$ cat config.mk
export PLATFORM = sky130hd
export DESIGN_NAME = sdc_cmd_decoder
export DESIGN_NICKNAME = d
export VERILOG_FILES = /design/src/sdc_pkg.sv /design/src/sdc_cmd_decoder.sv /design/src/sdc_sync.sv /design/src/sdc_timer.sv
export SDC_FILE = /design/constraint.sdc
export NUM_CORES = 1
export LEC_CHECK = 0
export ABC_CLOCK_PERIOD_IN_PS = 5690
export BUFFER_PORTS_ARGS = -buffer_cell sky130_fd_sc_hd__buf_2
export CORE_UTILIZATION = 30
export DETAILED_ROUTE_END_ITERATION = 10
export PLACE_DENSITY_LB_ADDON = 0.08
export REMOVE_ABC_BUFFERS = 1
export SLEW_MARGIN = 10
export SYNTH_ARGS = -nofsm -noshare
export SYNTH_HDL_FRONTEND = slang
export SYNTH_SLANG_ARGS = --single-unit
export TNS_END_PERCENT = 5
$ cat constraint.sdc
create_clock -name aclk -period 5.69 [get_ports aclk]
set_input_delay 1.138 -clock aclk [delete_from_list [all_inputs] [get_ports aclk]]
set_output_delay 1.138 -clock aclk [all_outputs]
set_load 0.05 [all_outputs]
$ cat src/sdc_pkg.sv
// Shared constants, command and state types for the command decoder
package sdc_pkg;

	localparam int CLK_PERIOD_NS = 40;
	localparam int BANK_W        = 3;
	localparam int ADDR_W        = 16;
	localparam int BANK_CNT      = 8;
	localparam int MR_CNT        = 4;

	// Busy windows; least times round up to whole cycles
	localparam int REFRESH_NS  = 160;
	localparam int REFRESH_CYC =
		(REFRESH_NS + CLK_PERIOD_NS - 1) / CLK_PERIOD_NS;
	localparam int EXIT_NS     = 24;
	localparam int EXIT_CYC    = (EXIT_NS + CLK_PERIOD_NS - 1) / CLK_PERIOD_NS;
	localparam int BL8_CYC     = 4;
	localparam int BC4_CYC     = 2;
	localparam int CKE_MIN_EDGES = 3;
	localparam int TMR_W       = 4;

	// Address pin positions
	localparam int AUTOCLOSE_BIT = 10;
	localparam int CHOP_BIT      = 12;

	// Burst-length field of mode word zero
	localparam int          BL_LSB      = 0;
	localparam logic [1:0]  BL_FIXED8   = 2'h0;
	localparam logic [1:0]  BL_PER_CMD  = 2'h1;
	localparam logic [1:0]  BL_FIXED4   = 2'h2;
	localparam logic [15:0] MR_RESET    = 16'h0000;

	// Register byte offsets
	localparam logic [7:0] OFF_CTRL    = 8'h00;
	localparam logic [7:0] OFF_STATUS  = 8'h04;
	localparam logic [7:0] OFF_ERR     = 8'h08;
	localparam logic [7:0] OFF_RENEW   = 8'h0C;
	localparam logic [7:0] OFF_CAL     = 8'h10;
	localparam logic [7:0] OFF_MR0     = 8'h20;
	localparam logic [7:0] OFF_MR3     = 8'h2C;
	localparam logic [31:0] CTRL_RESET = 32'h0000_0001;
	localparam logic [1:0] RESP_OKAY   = 2'h0;
	localparam logic [1:0] RESP_SLVERR = 2'h2;

	typedef enum logic [3:0] {
		CMD_MODE_REG_LOAD,
		CMD_AUTO_RENEW,
		CMD_ROW_CLOSE_ONE,
		CMD_ROW_CLOSE_ALL,
		CMD_ROW_OPEN,
		CMD_WRITE,
		CMD_READ,
		CMD_LONG_CAL,
		CMD_SHORT_CAL,
		CMD_IDLE,
		CMD_UNSELECTED,
		CMD_SLEEP_ENTRY,
		CMD_SLEEP_EXIT,
		CMD_LOW_POWER_ENTRY,
		CMD_LOW_POWER_EXIT
	} sdc_cmd_type;

	typedef enum logic [2:0] {
		ST_IDLE,
		ST_ACTIVE,
		ST_PD_ACTIVE,
		ST_PD_PRECHARGE,
		ST_SELF_RENEW
	} sdc_state_type;

	typedef struct packed {
		logic              chip_sel_n;
		logic              row_strobe_n;
		logic              col_strobe_n;
		logic              write_strobe_n;
		logic              clock_gate_input;
		logic              termination_ctrl;
		logic [BANK_W-1:0] bnk_sel;
		logic [ADDR_W-1:0] addr;
	} sdc_pins_type;

	// Deselected bus with clock enable high: where the pin sampler starts
	localparam sdc_pins_type PIN_IDLE = '{chip_sel_n: 1'b1,
		row_strobe_n: 1'b1, col_strobe_n: 1'b1, write_strobe_n: 1'b1,
		clock_gate_input: 1'b1, default: '0};

	typedef struct packed {
		logic              valid;
		logic              legal;
		sdc_cmd_type       cmd;
		logic [BANK_W-1:0] bank;
		logic [ADDR_W-1:0] addr;
		logic              eight_beat;
	} sdc_event_type;

endpackage

$ cat src/sdc_cmd_decoder.sv
// Command decoder and clock-enable state logic with AXI4-Lite registers
`timescale 1ns/100ps
module sdc_cmd_decoder
	import sdc_pkg::*;
#(
	parameter int BW = BANK_W,
	parameter int AW = ADDR_W
)(
	input  wire logic          aclk,
	input  wire logic          aresetn,
	input  wire logic          mem_reset_n,
	input  wire logic          chip_sel_n,
	input  wire logic          row_strobe_n,
	input  wire logic          col_strobe_n,
	input  wire logic          write_strobe_n,
	input  wire logic          clock_gate_input,
	input  wire logic          termination_ctrl,
	input  wire logic [BW-1:0] bnk_sel,
	input  wire logic [AW-1:0] addr,
	output sdc_event_type      cmd_event,
	output sdc_state_type      dev_state,
	output logic               dev_idle,
	input  wire logic [7:0]    s_axi_awaddr,
	input  wire logic          s_axi_awvalid,
	output logic               s_axi_awready,
	input  wire logic [31:0]   s_axi_wdata,
	input  wire logic [3:0]    s_axi_wstrb,
	input  wire logic          s_axi_wvalid,
	output logic               s_axi_wready,
	output logic [1:0]         s_axi_bresp,
	output logic               s_axi_bvalid,
	input  wire logic          s_axi_bready,
	input  wire logic [7:0]    s_axi_araddr,
	input  wire logic          s_axi_arvalid,
	output logic               s_axi_arready,
	output logic [31:0]        s_axi_rdata,
	output logic [1:0]         s_axi_rresp,
	output logic               s_axi_rvalid,
	input  wire logic          s_axi_rready
);

	sdc_pins_type            pin_raw;
	sdc_pins_type            pin;
	sdc_state_type           state_r;
	logic                    cke_prev_r;
	logic [BANK_CNT-1:0]     bank_open_r;
	logic [BANK_CNT-1:0]     bank_open_nxt;
	logic                    close_pend_nxt;
	logic                    any_open_nxt;
	sdc_pins_type            pin_q;
	logic [15:0]             mr_r [MR_CNT];
	logic                    close_pend_r;
	logic [BW-1:0]           close_bank_r;
	logic                    burst_busy;
	logic                    burst_done;
	logic                    renew_busy;
	logic                    exit_busy;
	logic [TMR_W-1:0]        burst_len;
	logic [TMR_W-1:0]        cke_cnt_r;
	logic                    illegal_r;
	logic                    cke_viol_r;
	logic                    init_cal_done_r;
	logic [15:0]             renew_cnt_r;
	logic [7:0]              long_cal_cnt_r;
	logic [7:0]              short_cal_cnt_r;
	logic [31:0]             ctrl_r;
	sdc_cmd_type             cmd;
	logic                    cmd_ok;
	logic                    act;
	logic                    banks_idle;
	logic                    powered;
	logic [1:0]              mr_bl;

	// Pins come from the controller's clock tree, so resample them first
	assign pin_raw = '{chip_sel_n, row_strobe_n, col_strobe_n, write_strobe_n,
		clock_gate_input, termination_ctrl, bnk_sel, addr};

	// Sampler clears to zero; flipping makes zero the idle bus, so no
	// false command or enable edge follows reset
	sdc_sync #(.W($bits(sdc_pins_type))) u_pin_sync
	(
		.aclk    (aclk),
		.aresetn (aresetn),
		.d       (pin_raw ^ PIN_IDLE),
		.q       (pin_q)
	);
	assign pin = sdc_pins_type'(pin_q ^ PIN_IDLE);

	assign banks_idle = (bank_open_r == '0) && !close_pend_r;
	assign powered = (state_r == ST_IDLE) || (state_r == ST_ACTIVE);
	assign dev_idle = banks_idle && !burst_busy && pin.clock_gate_input
		&& !exit_busy && !renew_busy && powered;
	assign mr_bl = mr_r[0][BL_LSB +: 2];

	// Termination level is deliberately absent from this decode
	always_comb
	begin
		cmd    = CMD_IDLE;
		cmd_ok = 1'b1;
		act    = 1'b1;
		if (!powered)
		begin
			// Only an enable rise leaves low power; other edges hold state
			if (pin.clock_gate_input && !cke_prev_r)
			begin
				if (state_r == ST_SELF_RENEW)
					cmd = CMD_SLEEP_EXIT;
				else
				begin
					cmd    = CMD_LOW_POWER_EXIT;
					cmd_ok = pin.chip_sel_n ||
						({pin.row_strobe_n, pin.col_strobe_n,
						pin.write_strobe_n} == 3'b111);
				end
			end
			else
				act = 1'b0;
		end
		else if (pin.chip_sel_n || !ctrl_r[0])
			cmd = CMD_UNSELECTED;
		else
		begin
			case ({pin.row_strobe_n, pin.col_strobe_n, pin.write_strobe_n})
				3'b000: cmd = CMD_MODE_REG_LOAD;
				3'b001: cmd = CMD_AUTO_RENEW;
				3'b010: cmd = pin.addr[AUTOCLOSE_BIT] ?
					CMD_ROW_CLOSE_ALL : CMD_ROW_CLOSE_ONE;
				3'b011: cmd = CMD_ROW_OPEN;
				3'b100: cmd = CMD_WRITE;
				3'b101: cmd = CMD_READ;
				3'b110: cmd = pin.addr[AUTOCLOSE_BIT] ?
					CMD_LONG_CAL : CMD_SHORT_CAL;
				3'b111: cmd = CMD_IDLE;
				default: cmd = CMD_IDLE;
			endcase
		end
		if (powered && !pin.clock_gate_input)
		begin
			// Enable low while powered: entry is chosen by the command decoded in the same cycle
			if (cmd == CMD_AUTO_RENEW)
			begin
				cmd    = CMD_SLEEP_ENTRY;
				cmd_ok = dev_idle || (banks_idle && !burst_busy);
			end
			else if (cmd == CMD_IDLE || cmd == CMD_UNSELECTED)
				cmd = CMD_LOW_POWER_ENTRY;
			else
				cmd_ok = 1'b0;
		end
		else if (powered)
		begin
			case (cmd)
				CMD_MODE_REG_LOAD: cmd_ok = banks_idle && !burst_busy;
				CMD_AUTO_RENEW: cmd_ok = banks_idle && !renew_busy;
				CMD_ROW_OPEN: cmd_ok = !bank_open_r[pin.bnk_sel];
				CMD_READ,
				CMD_WRITE: cmd_ok = bank_open_r[pin.bnk_sel]
					&& !burst_busy;
				default: cmd_ok = 1'b1;
			endcase
		end
	end

	// Chop pin is honoured only when mode word zero allows per-command choice
	always_comb
	begin
		case (mr_bl)
			BL_FIXED4: burst_len = TMR_W'(BC4_CYC);
			BL_PER_CMD: burst_len = pin.addr[CHOP_BIT] ?
				TMR_W'(BL8_CYC) : TMR_W'(BC4_CYC);
			default: burst_len = TMR_W'(BL8_CYC);
		endcase
	end

	wire logic do_cmd = act && cmd_ok;
	wire logic do_rw = do_cmd && (cmd == CMD_READ || cmd == CMD_WRITE);

	sdc_timer u_burst
	(
		.aclk        (aclk),
		.aresetn     (aresetn),
		.mem_reset_n (mem_reset_n),
		.start       (do_rw),
		.load        (burst_len),
		.busy        (burst_busy),
		.done        (burst_done)
	);

	sdc_timer u_renew
	(
		.aclk        (aclk),
		.aresetn     (aresetn),
		.mem_reset_n (mem_reset_n),
		.start       (do_cmd && cmd == CMD_AUTO_RENEW && powered),
		.load        (TMR_W'(REFRESH_CYC)),
		.busy        (renew_busy),
		.done        ()
	);

	sdc_timer u_exit
	(
		.aclk        (aclk),
		.aresetn     (aresetn),
		.mem_reset_n (mem_reset_n),
		.start       (do_cmd && (cmd == CMD_SLEEP_EXIT
			|| cmd == CMD_LOW_POWER_EXIT)),
		.load        (TMR_W'(EXIT_CYC)),
		.busy        (exit_busy),
		.done        ()
	);

	// Device state; the reset pin clears it without the clock
	always_ff @(posedge aclk or negedge mem_reset_n)
	begin
		if (!mem_reset_n)
		begin
			state_r    <= ST_IDLE;
			cke_prev_r <= 1'b1;
		end
		else if (!aresetn)
		begin
			state_r    <= ST_IDLE;
			cke_prev_r <= 1'b1;
		end
		else
		begin
			cke_prev_r <= pin.clock_gate_input;
			if (do_cmd)
			begin
				case (cmd)
					CMD_SLEEP_ENTRY: state_r <= ST_SELF_RENEW;
					CMD_LOW_POWER_ENTRY: state_r <= banks_idle ?
						ST_PD_PRECHARGE : ST_PD_ACTIVE;
					CMD_SLEEP_EXIT: state_r <= ST_IDLE;
					CMD_LOW_POWER_EXIT: state_r <= (bank_open_r != '0) ?
						ST_ACTIVE : ST_IDLE;
					default: state_r <= any_open_nxt ? ST_ACTIVE : ST_IDLE;
				endcase
			end
			else if (powered)
				state_r <= any_open_nxt ? ST_ACTIVE : ST_IDLE;
		end
	end

	// Open rows; auto-close waits for the burst to finish, never cuts it.
	// State reads the next occupancy so both move on the same edge.
	always_comb
	begin
		bank_open_nxt  = bank_open_r;
		close_pend_nxt = close_pend_r;
		if (burst_done && close_pend_r)
		begin
			bank_open_nxt[close_bank_r] = 1'b0;
			close_pend_nxt              = 1'b0;
		end
		if (do_cmd)
		begin
			case (cmd)
				CMD_ROW_OPEN: bank_open_nxt[pin.bnk_sel] = 1'b1;
				CMD_ROW_CLOSE_ONE: bank_open_nxt[pin.bnk_sel] = 1'b0;
				CMD_ROW_CLOSE_ALL: bank_open_nxt = '0;
				CMD_READ,
				CMD_WRITE: close_pend_nxt = pin.addr[AUTOCLOSE_BIT];
				default: ;
			endcase
		end
		any_open_nxt = (bank_open_nxt != '0) || close_pend_nxt;
	end

	always_ff @(posedge aclk or negedge mem_reset_n)
	begin
		if (!mem_reset_n)
		begin
			bank_open_r  <= '0;
			close_pend_r <= 1'b0;
			close_bank_r <= '0;
		end
		else if (!aresetn)
		begin
			bank_open_r  <= '0;
			close_pend_r <= 1'b0;
			close_bank_r <= '0;
		end
		else
		begin
			bank_open_r  <= bank_open_nxt;
			close_pend_r <= close_pend_nxt;
			if (do_rw)
				close_bank_r <= pin.bnk_sel;
		end
	end

	// Mode registers
	always_ff @(posedge aclk or negedge mem_reset_n)
	begin
		if (!mem_reset_n)
			mr_r <= '{default: MR_RESET};
		else if (!aresetn)
			mr_r <= '{default: MR_RESET};
		else if (do_cmd && cmd == CMD_MODE_REG_LOAD)
			mr_r[pin.bnk_sel[1:0]] <= pin.addr[15:0];
	end

	// Refresh and calibration bookkeeping
	always_ff @(posedge aclk or negedge mem_reset_n)
	begin
		if (!mem_reset_n)
		begin
			init_cal_done_r <= 1'b0;
			renew_cnt_r     <= '0;
			long_cal_cnt_r  <= '0;
			short_cal_cnt_r <= '0;
		end
		else if (!aresetn)
		begin
			init_cal_done_r <= 1'b0;
			renew_cnt_r     <= '0;
			long_cal_cnt_r  <= '0;
			short_cal_cnt_r <= '0;
		end
		else if (do_cmd)
		begin
			if (cmd == CMD_AUTO_RENEW)
				renew_cnt_r <= renew_cnt_r + 16'h0001;
			if (cmd == CMD_LONG_CAL)
			begin
				if (init_cal_done_r)
					long_cal_cnt_r <= long_cal_cnt_r + 8'h01;
				init_cal_done_r <= 1'b1;
			end
			if (cmd == CMD_SHORT_CAL)
				short_cal_cnt_r <= short_cal_cnt_r + 8'h01;
		end
	end

	// Sticky errors; a new fault beats a same-cycle software clear
	wire logic err_wr;
	wire logic [31:0] err_wdata;
	always_ff @(posedge aclk or negedge mem_reset_n)
	begin
		if (!mem_reset_n)
		begin
			illegal_r  <= 1'b0;
			cke_viol_r <= 1'b0;
			cke_cnt_r  <= '0;
		end
		else if (!aresetn)
		begin
			illegal_r  <= 1'b0;
			cke_viol_r <= 1'b0;
			cke_cnt_r  <= '0;
		end
		else
		begin
			if (pin.clock_gate_input != cke_prev_r)
				cke_cnt_r <= TMR_W'(1);
			else if (cke_cnt_r != TMR_W'(CKE_MIN_EDGES))
				cke_cnt_r <= cke_cnt_r + TMR_W'(1);
			if (act && !cmd_ok)
				illegal_r <= 1'b1;
			else if (err_wr && err_wdata[0])
				illegal_r <= 1'b0;
			if (pin.clock_gate_input != cke_prev_r && cke_cnt_r != '0
				&& cke_cnt_r < TMR_W'(CKE_MIN_EDGES))
				cke_viol_r <= 1'b1;
			else if (err_wr && err_wdata[1])
				cke_viol_r <= 1'b0;
		end
	end

	// Registered command report; idle and unselected are reported too
	always_ff @(posedge aclk)
	begin
		if (!aresetn)
			cmd_event <= '0;
		else
			cmd_event <= '{valid: act, legal: cmd_ok, cmd: cmd,
				bank: pin.bnk_sel, addr: pin.addr,
				eight_beat: (burst_len == TMR_W'(BL8_CYC))};
	end
	assign dev_state = state_r;

	// AXI4-Lite slave; address and data may arrive in either order
	logic        aw_full_r;
	logic        w_full_r;
	logic [7:0]  aw_addr_r;
	logic [31:0] w_data_r;
	logic        wr_go;
	assign s_axi_awready = !aw_full_r;
	assign s_axi_wready  = !w_full_r;
	assign s_axi_arready = !s_axi_rvalid;
	assign wr_go     = aw_full_r && w_full_r && !s_axi_bvalid;
	assign err_wr    = wr_go && aw_addr_r == OFF_ERR && w_data_r != '0;
	assign err_wdata = w_data_r;

	always_ff @(posedge aclk)
	begin
		if (!aresetn)
		begin
			aw_full_r    <= 1'b0;
			w_full_r     <= 1'b0;
			aw_addr_r    <= '0;
			w_data_r     <= '0;
			s_axi_bvalid <= 1'b0;
			s_axi_bresp  <= RESP_OKAY;
			ctrl_r       <= CTRL_RESET;
		end
		else
		begin
			if (s_axi_awvalid && !aw_full_r)
			begin
				aw_full_r <= 1'b1;
				aw_addr_r <= s_axi_awaddr;
			end
			if (s_axi_wvalid && !w_full_r)
			begin
				w_full_r <= 1'b1;
				w_data_r <= s_axi_wdata;
			end
			if (wr_go)
			begin
				aw_full_r    <= 1'b0;
				w_full_r     <= 1'b0;
				s_axi_bvalid <= 1'b1;
				s_axi_bresp  <= (aw_addr_r == OFF_CTRL || aw_addr_r == OFF_ERR)
					? RESP_OKAY : RESP_SLVERR;
				if (aw_addr_r == OFF_CTRL && s_axi_wstrb[0])
					ctrl_r[0] <= w_data_r[0];
			end
			else if (s_axi_bready)
				s_axi_bvalid <= 1'b0;
		end
	end

	always_ff @(posedge aclk)
	begin
		if (!aresetn)
		begin
			s_axi_rvalid <= 1'b0;
			s_axi_rdata  <= '0;
			s_axi_rresp  <= RESP_OKAY;
		end
		else if (s_axi_arvalid && !s_axi_rvalid)
		begin
			s_axi_rvalid <= 1'b1;
			s_axi_rresp  <= RESP_OKAY;
			case (s_axi_araddr)
				OFF_CTRL: s_axi_rdata <= ctrl_r;
				OFF_STATUS: s_axi_rdata <= {12'h000, bank_open_r,
					3'h0, pin.termination_ctrl, exit_busy, renew_busy,
					burst_busy, dev_idle, 1'b0, state_r};
				OFF_ERR: s_axi_rdata <= {30'h0, cke_viol_r, illegal_r};
				OFF_RENEW: s_axi_rdata <= {16'h0000, renew_cnt_r};
				OFF_CAL: s_axi_rdata <= {15'h0000, init_cal_done_r,
					short_cal_cnt_r, long_cal_cnt_r};
				default:
				begin
					if (s_axi_araddr >= OFF_MR0 && s_axi_araddr <= OFF_MR3
						&& s_axi_araddr[1:0] == 2'h0)
						s_axi_rdata <= {16'h0000, mr_r[s_axi_araddr[3:2]]};
					else
					begin
						s_axi_rdata <= '0;
						s_axi_rresp <= RESP_SLVERR;
					end
				end
			endcase
		end
		else if (s_axi_rready)
			s_axi_rvalid <= 1'b0;
	end

endmodule

$ cat src/sdc_sync.sv
// Two-flop synchroniser for a bus of independent pin levels
`timescale 1ns/100ps
module sdc_sync
	import sdc_pkg::*;
#(
	parameter int W = 1
)(
	input  wire logic         aclk,
	input  wire logic         aresetn,
	input  wire logic [W-1:0] d,
	output logic      [W-1:0] q
);

	logic [W-1:0] meta_r;

	always_ff @(posedge aclk)
	begin
		if (!aresetn)
		begin
			meta_r <= '0;
			q      <= '0;
		end
		else
		begin
			meta_r <= d;
			q      <= meta_r;
		end
	end

endmodule

$ cat src/sdc_timer.sv
// Loadable down-counter that reports a busy window and its end
`timescale 1ns/100ps
module sdc_timer
	import sdc_pkg::*;
(
	input  wire logic             aclk,
	input  wire logic             aresetn,
	input  wire logic             mem_reset_n,
	input  wire logic             start,
	input  wire logic [TMR_W-1:0] load,
	output logic                  busy,
	output logic                  done
);

	logic [TMR_W-1:0] cnt_r;

	always_ff @(posedge aclk or negedge mem_reset_n)
	begin
		if (!mem_reset_n)
		begin
			cnt_r <= '0;
			done  <= 1'b0;
		end
		else if (!aresetn)
		begin
			cnt_r <= '0;
			done  <= 1'b0;
		end
		else
		begin
			done <= (cnt_r == TMR_W'(1)) && !start;
			if (start)
				cnt_r <= load;
			else if (cnt_r != '0)
				cnt_r <= cnt_r - TMR_W'(1);
		end
	end

	assign busy = (cnt_r != '0);

endmodule

==> out/metrics.yaml, run 1 <==
floorplanning:
  die_area_um2: 43100
  die_y_um: 207
  core_um2: 41200
  die_x_um: 207
  rows: 74
  start_util_pct: 30.7
  io_pins: 156
run_status:
  status: "completed"
worst_setup_path:
  critical_path_peak_fanout: 16
  endpoint: "mr_r[3]$_DFFE_PN0P_"
  r2r_end: "mr_r[3]$_DFFE_PN0P_"
  worstPathCellList: "nor2_4, nand2_1, o21a_1, or4_4, o21ai_2, o21ai_2, or4b_1, nor2_4, mux2i_1, nor2b_1"
  end_kind: "flop"
  slowest_delay_ns: 0.75
  worst-r2r-cell-count: 10
  path_class: "reg -> reg"
  critPathLaunchType: "flop"
  critPathSlowestCell: "or4b_1"
  required_ns: 6.11
  worst-r2r-setup-slack_ns: 1.46
  crit_start: "dev_state[2]$_DFFE_PN0P_"
  cp.arrival_ns: 4.65
  r2r-start: "dev_state[2]$_DFFE_PN0P_"
route:
  ant_nets: 0
  vias_per_cell: 4.78
  route.detailed.drc: 0
  dr.first_iter.drc_count: 451
  wl_per_cell_um: 17.5
  vias: 9138
  first_pass_iters: 5
  drt-total-wl_um: 33400
sta:
  worstMarginPinSlew_ns: 1.09
  fin_crit_ns: 4.23
  slew_headroom_pct: 27.2
  slew_viol_final: 0
  timing.fmax_mhz: 236
  tns_ns: 0
  post-route-period-util_pct: 74.4
  fin_worst_skew_ns: 0.0162
  layout_setup_ws_ns: 1.46
  grt_setup_unrepaired: "false"
  setup_viol: 0
  finalHoldViolations: 0
  holdWs_ns: 0.421
power:
  power_frac_comb_pct: 13.9
  powerDensity_nw_per_um2: 333
  p_sw_uw: 1370
  leakage_uw: 0.00651
  peakVddDrop_mv: 0.183
  swShare_pct: 27.6
  p_int_uw: 3580
  power_uw: 4950
  seqPwrFrac_pct: 42.4
  clockPowerShare_pct: 43.7
cts:
  clkTransAtPathRegs_ns: 0.05
  clock_tree.root_cell: "clkbuf_16"
  cts.sink_count: 275
  post_cts_resized: 0
  cts_buffers: 34
  cts-hold-fix-buffers: 0
  cts-htree-levels: 2
  clockBufferDepth: 3
  clock_latency_ns: 0.55
  postCtsSetupRepairBufs: 0
  cts_tree: "built"
finish:
  utilization_pct: 36.1
  synthToLayoutAreaGrowth_pct: 17.3
  multi_input_area_um2: 6010
  fillerInstances: 4202
  layout.area.seq_um2: 6170
  layout-drive-gt1-share_pct: 17.6
  num-nets-final: 1452
global_routing:
  grt_antenna_before_repair: 2
  overflow: 0
  grt_pass1_wl_um: 53600
  grtUsageTotal_pct: 15.8
  first_global_vias: 9231
  grt_max_degree: 111
logic_synthesis:
  syn_area_per_cell_um2: 10.2
  synth_flop_cell: "dfxtp_1"
  ys_seq_elements: 275
  syn_area_um2: 12700
  synthArstFlopShare_pct: 48.0
  ys_types: 73
  synth-edff-count: 0
  ys_warn_count: 0
  netlist_instances: 1247
  yosysSeqAreaShare_pct: 48.7
placement:
  dpl_worst_slack_ns: 1.48
  hpwl_um: 22100
  port_buffers: 138
  gp_congestion: 0.856
hold_path:
  hp-class: "reg -> reg"
job:
  cap_violations: 0
-- cell usage in the layout (no fill, tap or decap), types with 4 or more instances in the layout --
cell type  instances
conb_1            14
mux2i_1           96
nor3b_1            6
or3_1              8
a222oi_1           4
o31ai_1            4
buf_4             13
a31oi_1            9
nor2b_1          104
clkbuf_8           9
a21oi_1           30
dfxtp_1          143
a32oi_1            4
clkbuf_16         35
ha_1              14
and3_1            12
nor3_1            11
xor2_1             6
buf_2            136
inv_1             24
xnor2_1           24
a221oi_1          11
nand4_1           21
o21a_1             6
o21ai_0           38
nor2_1            44
dfrtp_1          131
nor4_1            14
nand2_1          128
o211a_1           18
nand2b_1          11
nand3_1           15
and2_1           103
mux4_2            16
a21boi_0          41
clkbuf_1          12
-- Yosys cell counts, types with 3 or more instances --
cell type / number / area [um2]
xor2_1: 6 / 52.6
buf_2: 6 / 30.0
a21oi_1: 30 / 150
a31oi_1: 9 / 56.3
dfrtp_1: 131 / 3280
clkbuf_1: 62 / 233
a221oi_1: 11 / 96.3
ha_1: 14 / 175
inv_1: 24 / 90.1
o21ai_0: 38 / 190
o31a_1: 3 / 26.3
o31ai_1: 4 / 30.0
buf_4: 17 / 128
nor4_1: 14 / 87.6
nand2b_1: 11 / 68.8
o21a_1: 6 / 45.0
mux2_2: 3 / 33.8
or3_1: 8 / 50.1
o211a_1: 18 / 180
nand3b_1: 3 / 22.5
nand3_1: 15 / 75.1
mux4_2: 16 / 360
and3_1: 12 / 75.1
a222oi_1: 4 / 40.0
nor2_1: 44 / 165
nand2_1: 128 / 480
a32oi_1: 4 / 35.0
a31o_2: 3 / 26.3
dfxtp_1: 143 / 2860
nor2b_1: 106 / 663
mux2i_1: 96 / 961
a21boi_0: 41 / 308
and2_1: 103 / 644
nor3b_1: 6 / 45.0
buf_1: 4 / 15.0
nor3_1: 11 / 55.1
buf_6: 4 / 45.0
nand4_1: 21 / 131
xnor2_1: 24 / 210
-- worst max-delay path, delay by kind of cell, from the launching register on --
kind             cells  cell delay, ns
flip-flops           1            0.52
multiplexers         1            0.27
AO/OA/AOI/OAI        3            0.69
AND/OR/NAND/NOR      6            2.60
-- sequential cells by signal (all words and copies together) (netlist names), 8 cells and up --
signal	cells
long_cal_cnt_r	8
aw_addr_r	8
renew_cnt_r	16
bank_open_r	8
mr_r	62
s_axi_rdata	20
err_wdata	32
short_cal_cnt_r	8
cmd_event	26
u_pin_sync.meta_r	25
u_pin_sync.q	25
-- logic make-up after synthesis --
family                     after synthesis  share of synthesized area, %
and+or+nand+nor                        507                          22.4
xor gates and xnor gates                30                          2.07
DFF                                    275                          48.7
AOI/OAI and AO/OA                      187                          10.4
adders and majority gates               14                          1.38
other                                    1                        0.0296
buffers and inverters                  118                          4.31
muxes                                  115                          10.7
-- power groups by stage --
stage / registers (uW) / clock network (uW) / logic (uW)
2_1_floorplan: 2180 / 0 / 397
3_3_place_gp: 2140 / 0 / 694
3_5_place_dp: 2140 / 0 / 702
4_1_cts: 2100 / 2260 / 704
5_1_grt: 2120 / 2330 / 771
6_report: 2100 / 2160 / 688
-- metrics by stage --
step	instances	cell area [um2]
floorplan	1166	12300
global placement	1849	13700
detailed placement	1849	13700
CTS	1911	14900
global route	1911	14900
finish	1912	14900
-- metal layers --
layer | track usage [%] | routed length (um) | up-vias
li1 | - | - | 4493
met4 | 4.48 | 738 | 2
met2 | 24.6 | 14800 | 200
met1 | 21.7 | 16100 | 4386
met5 | 0 | 10 | -
met3 | 3.89 | 1770 | 57
-- how the worst min path moves through the flow --
| stage | start | end | slack [ns] | cells past startpoint |
|---|---|---|---|---|
| 6_report | u_pin_sync.q[20]$_SDFF_PN0_ | cke_prev_r$_DFF_PN1_ | 0.42 | 1 |
| 5_1_grt | u_pin_sync.meta_r[9]$_SDFF_PN0_ | u_pin_sync.q[9]$_SDFF_PN0_ | 0.44 | 1 |
| 4_1_cts | u_pin_sync.meta_r[4]$_SDFF_PN0_ | u_pin_sync.q[4]$_SDFF_PN0_ | 0.43 | 1 |
| 3_5_place_dp | u_pin_sync.meta_r[4]$_SDFF_PN0_ | u_pin_sync.q[4]$_SDFF_PN0_ | 0.42 | 1 |
| 3_3_place_gp | u_pin_sync.q[20]$_SDFF_PN0_ | cke_prev_r$_DFF_PN1_ | 0.41 | 1 |
| 2_1_floorplan | u_pin_sync.q[20]$_SDFF_PN0_ | cke_prev_r$_DFF_PN1_ | 0.38 | 1 |
-- final cells by class --
type	instances	share of cell area (%)
Antenna cell	1	0.0168
Clock buffer	56	7.03
Clock inverter	6	0.513
Inverter	24	0.606
Multi-Input combinational cell	867	40.4
Sequential cell	275	41.5
Tap cell	532	4.48
Timing Repair Buffer	151	5.45
Note: power is estimated with default switching activity, not from simulation.
==> run 2, diff against run 1 <==
- ABC_CLOCK_PERIOD_IN_PS: 5690 -> 3900
- clock period: 5.69 -> 3.9 ns (I/O delays scaled with it)
==> out/metrics.yaml, run 2 (synthesis gave the netlist of run 1 again) <==
cts:
  cts-hold-fix-buffers: 0  # unchanged
  clock_tree.root_cell: "clkbuf_16"
  clock_latency_ns: 0.54  # about the same
  cts.sink_count: 275  # unchanged
  cts_buffers: 35  # +2.9%
  cts-htree-levels: 2  # unchanged
  post_cts_resized: 0  # unchanged
  cts_tree: "built"
  clkTransAtPathRegs_ns: 0.06  # about the same
  clockBufferDepth: 3  # unchanged
  postCtsSetupRepairBufs: 0  # unchanged
sta:
  finalHoldViolations: 0  # unchanged
  worstMarginPinSlew_ns: 1.12  # +0.0320 ns
  tns_ns: 0  # unchanged
  slew_headroom_pct: 25.1  # -2.1 points
  post-route-period-util_pct: 92.3
  setup_viol: 0  # unchanged
  fin_crit_ns: 3.60
  holdWs_ns: 0.290  # -0.132 ns
  fin_worst_skew_ns: 0.0166  # +0.000374 ns
  slew_viol_final: 0  # unchanged
  grt_setup_unrepaired: "false"
  timing.fmax_mhz: 278
worst_setup_path:
  critPathLaunchType: "flop"
  critPathSlowestCell: "or4_1"
  required_ns: 3.12  # -2.99 ns
  cp.arrival_ns: 2.82  # -1.83 ns
  end_kind: "primary output"
  crit_family: "simple AND/OR/NAND/NOR gates"
  worstPathCellList: "nor4_1, nand2_1, or4_1, nor2_1, buf_2"
  path_class: "reg -> out"
  slowest_delay_ns: 0.57  # -0.18 ns
  crit_buf_inv: 1  # +1
  critical_path_peak_fanout: 5  # -11
route:
  route.detailed.drc: 0  # unchanged
  wl_per_cell_um: 17.5  # +0.12%
  vias: 9270  # +1.4%
  dr.first_iter.drc_count: 478  # +6.0%
  drt-total-wl_um: 33900  # +1.3%
  vias_per_cell: 4.79  # +0.29%
  wl_met2_um: 15400  # +4.0%
  wl_met3_um: 1430  # -19%
  ant_nets: 0  # unchanged
  maxUsedRoutingLayer: "met4"
  first_pass_iters: 5  # unchanged
  wl_met1_um: 16400  # +2.0%
floorplanning:
  start_util_pct: 30.7  # unchanged
  rows: 74  # unchanged
  die_area_um2: 43100  # unchanged
  io_pins: 156  # unchanged
  die_y_um: 207  # unchanged
  core_um2: 41200  # unchanged
  die_x_um: 207  # unchanged
placement:
  hpwl_um: 22500  # +1.7%
  port_buffers: 138  # unchanged
  gp_congestion: 0.837  # -2.2%
  place_area_um2: 14000  # +1.7%
  dpl.cell_count: 1871  # +1.2%
run_status:
  status: "completed"
finish:
  synthToLayoutAreaGrowth_pct: 19.9
  n_antenna_cell: 0  # -1
  final_cell_mix: "dfxtp_1 (143), buf_2 (136), dfrtp_1 (131)"
  largest_register_ffs: 62  # unchanged
  fin_cells: 1934  # +1.2%
  fin_area_um2: 15200  # +2.1%
  layout-drive-gt1-share_pct: 19.1  # +1.5 points
  regMostFlops: "mr_r"
  mostFrequentLayoutCell: "dfxtp_1"
  num-nets-final: 1475  # +1.6%
hold_path:
  hp-class: "in -> async"
global_routing:
  grt_max_degree: 99  # -11%
  grt_pass1_wl_um: 54500  # +1.7%
  overflow: 0  # unchanged
  first_global_vias: 9375  # +1.6%
  grt_antenna_before_repair: 0  # -2
  grtUsageTotal_pct: 16.0  # +0.20 points
job:
  cap_violations: 0  # unchanged
power:
  peakVddDrop_mv: 0.272  # +49%
  powerDensity_nw_per_um2: 490  # +47%
  power_uw: 7440  # +50%
  leakage_uw: 0.00669  # +2.8%
run 2: cell type report:
type | instances | area (um2)
fill | 4151 | 26000
sequential | 275 | 6170
multi-input combinational | 867 | 6010
clock buffer | 57 | 1130
timing repair buffer | 173 | 1040
tap | 532 | 666
inverter | 24 | 90.1
clock inverter | 6 | 80.1
run 2: path summary, 6_finish.rpt:
kind,cells after the start,end,slack [ns],start
worst min-delay path,1,close_bank_r[1]$_DFFE_PN0P_,0.29,mem_reset_n
worst max-delay path,5,dev_idle,0.30,bank_open_r[4]$_DFF_PN0_
min in group aclk,2,u_pin_sync.meta_r[21]$_SDFF_PN0_,0.39,write_strobe_n
worst min register to register,1,u_pin_sync.q[18]$_SDFF_PN0_,0.42,u_pin_sync.meta_r[18]$_SDFF_PN0_
worst max register to register,12,mr_r[14]$_DFFE_PN0P_,0.47,bank_open_r[4]$_DFF_PN0_
max in group asynchronous,2,renew_cnt_r[15]$_DFFE_PN0P_,2.77,mem_reset_n
run 2: power by group:
part	switching, uW	internal [uW]	leakage (uW)
Combinational	637	382	0.00309
Sequential	95.1	2970	0.00301
Clock	1240	2120	0.000599
run 2: stage by stage:
step                util, %  setup slack (ns)
global placement       33.9             0.525
global route           36.9             0.158
CTS                    36.9             0.250
finish                 36.9             0.300
detailed placement     33.9             0.490
floorplan                 -            -0.106
run 2: routing by layer:
layer / up-vias / track usage, %
li1: 4541 / -
met4: 0 / 4.89
met1: 4511 / 22.3
met5: - / 0
met3: 44 / 2.98
met2: 174 / 25.1
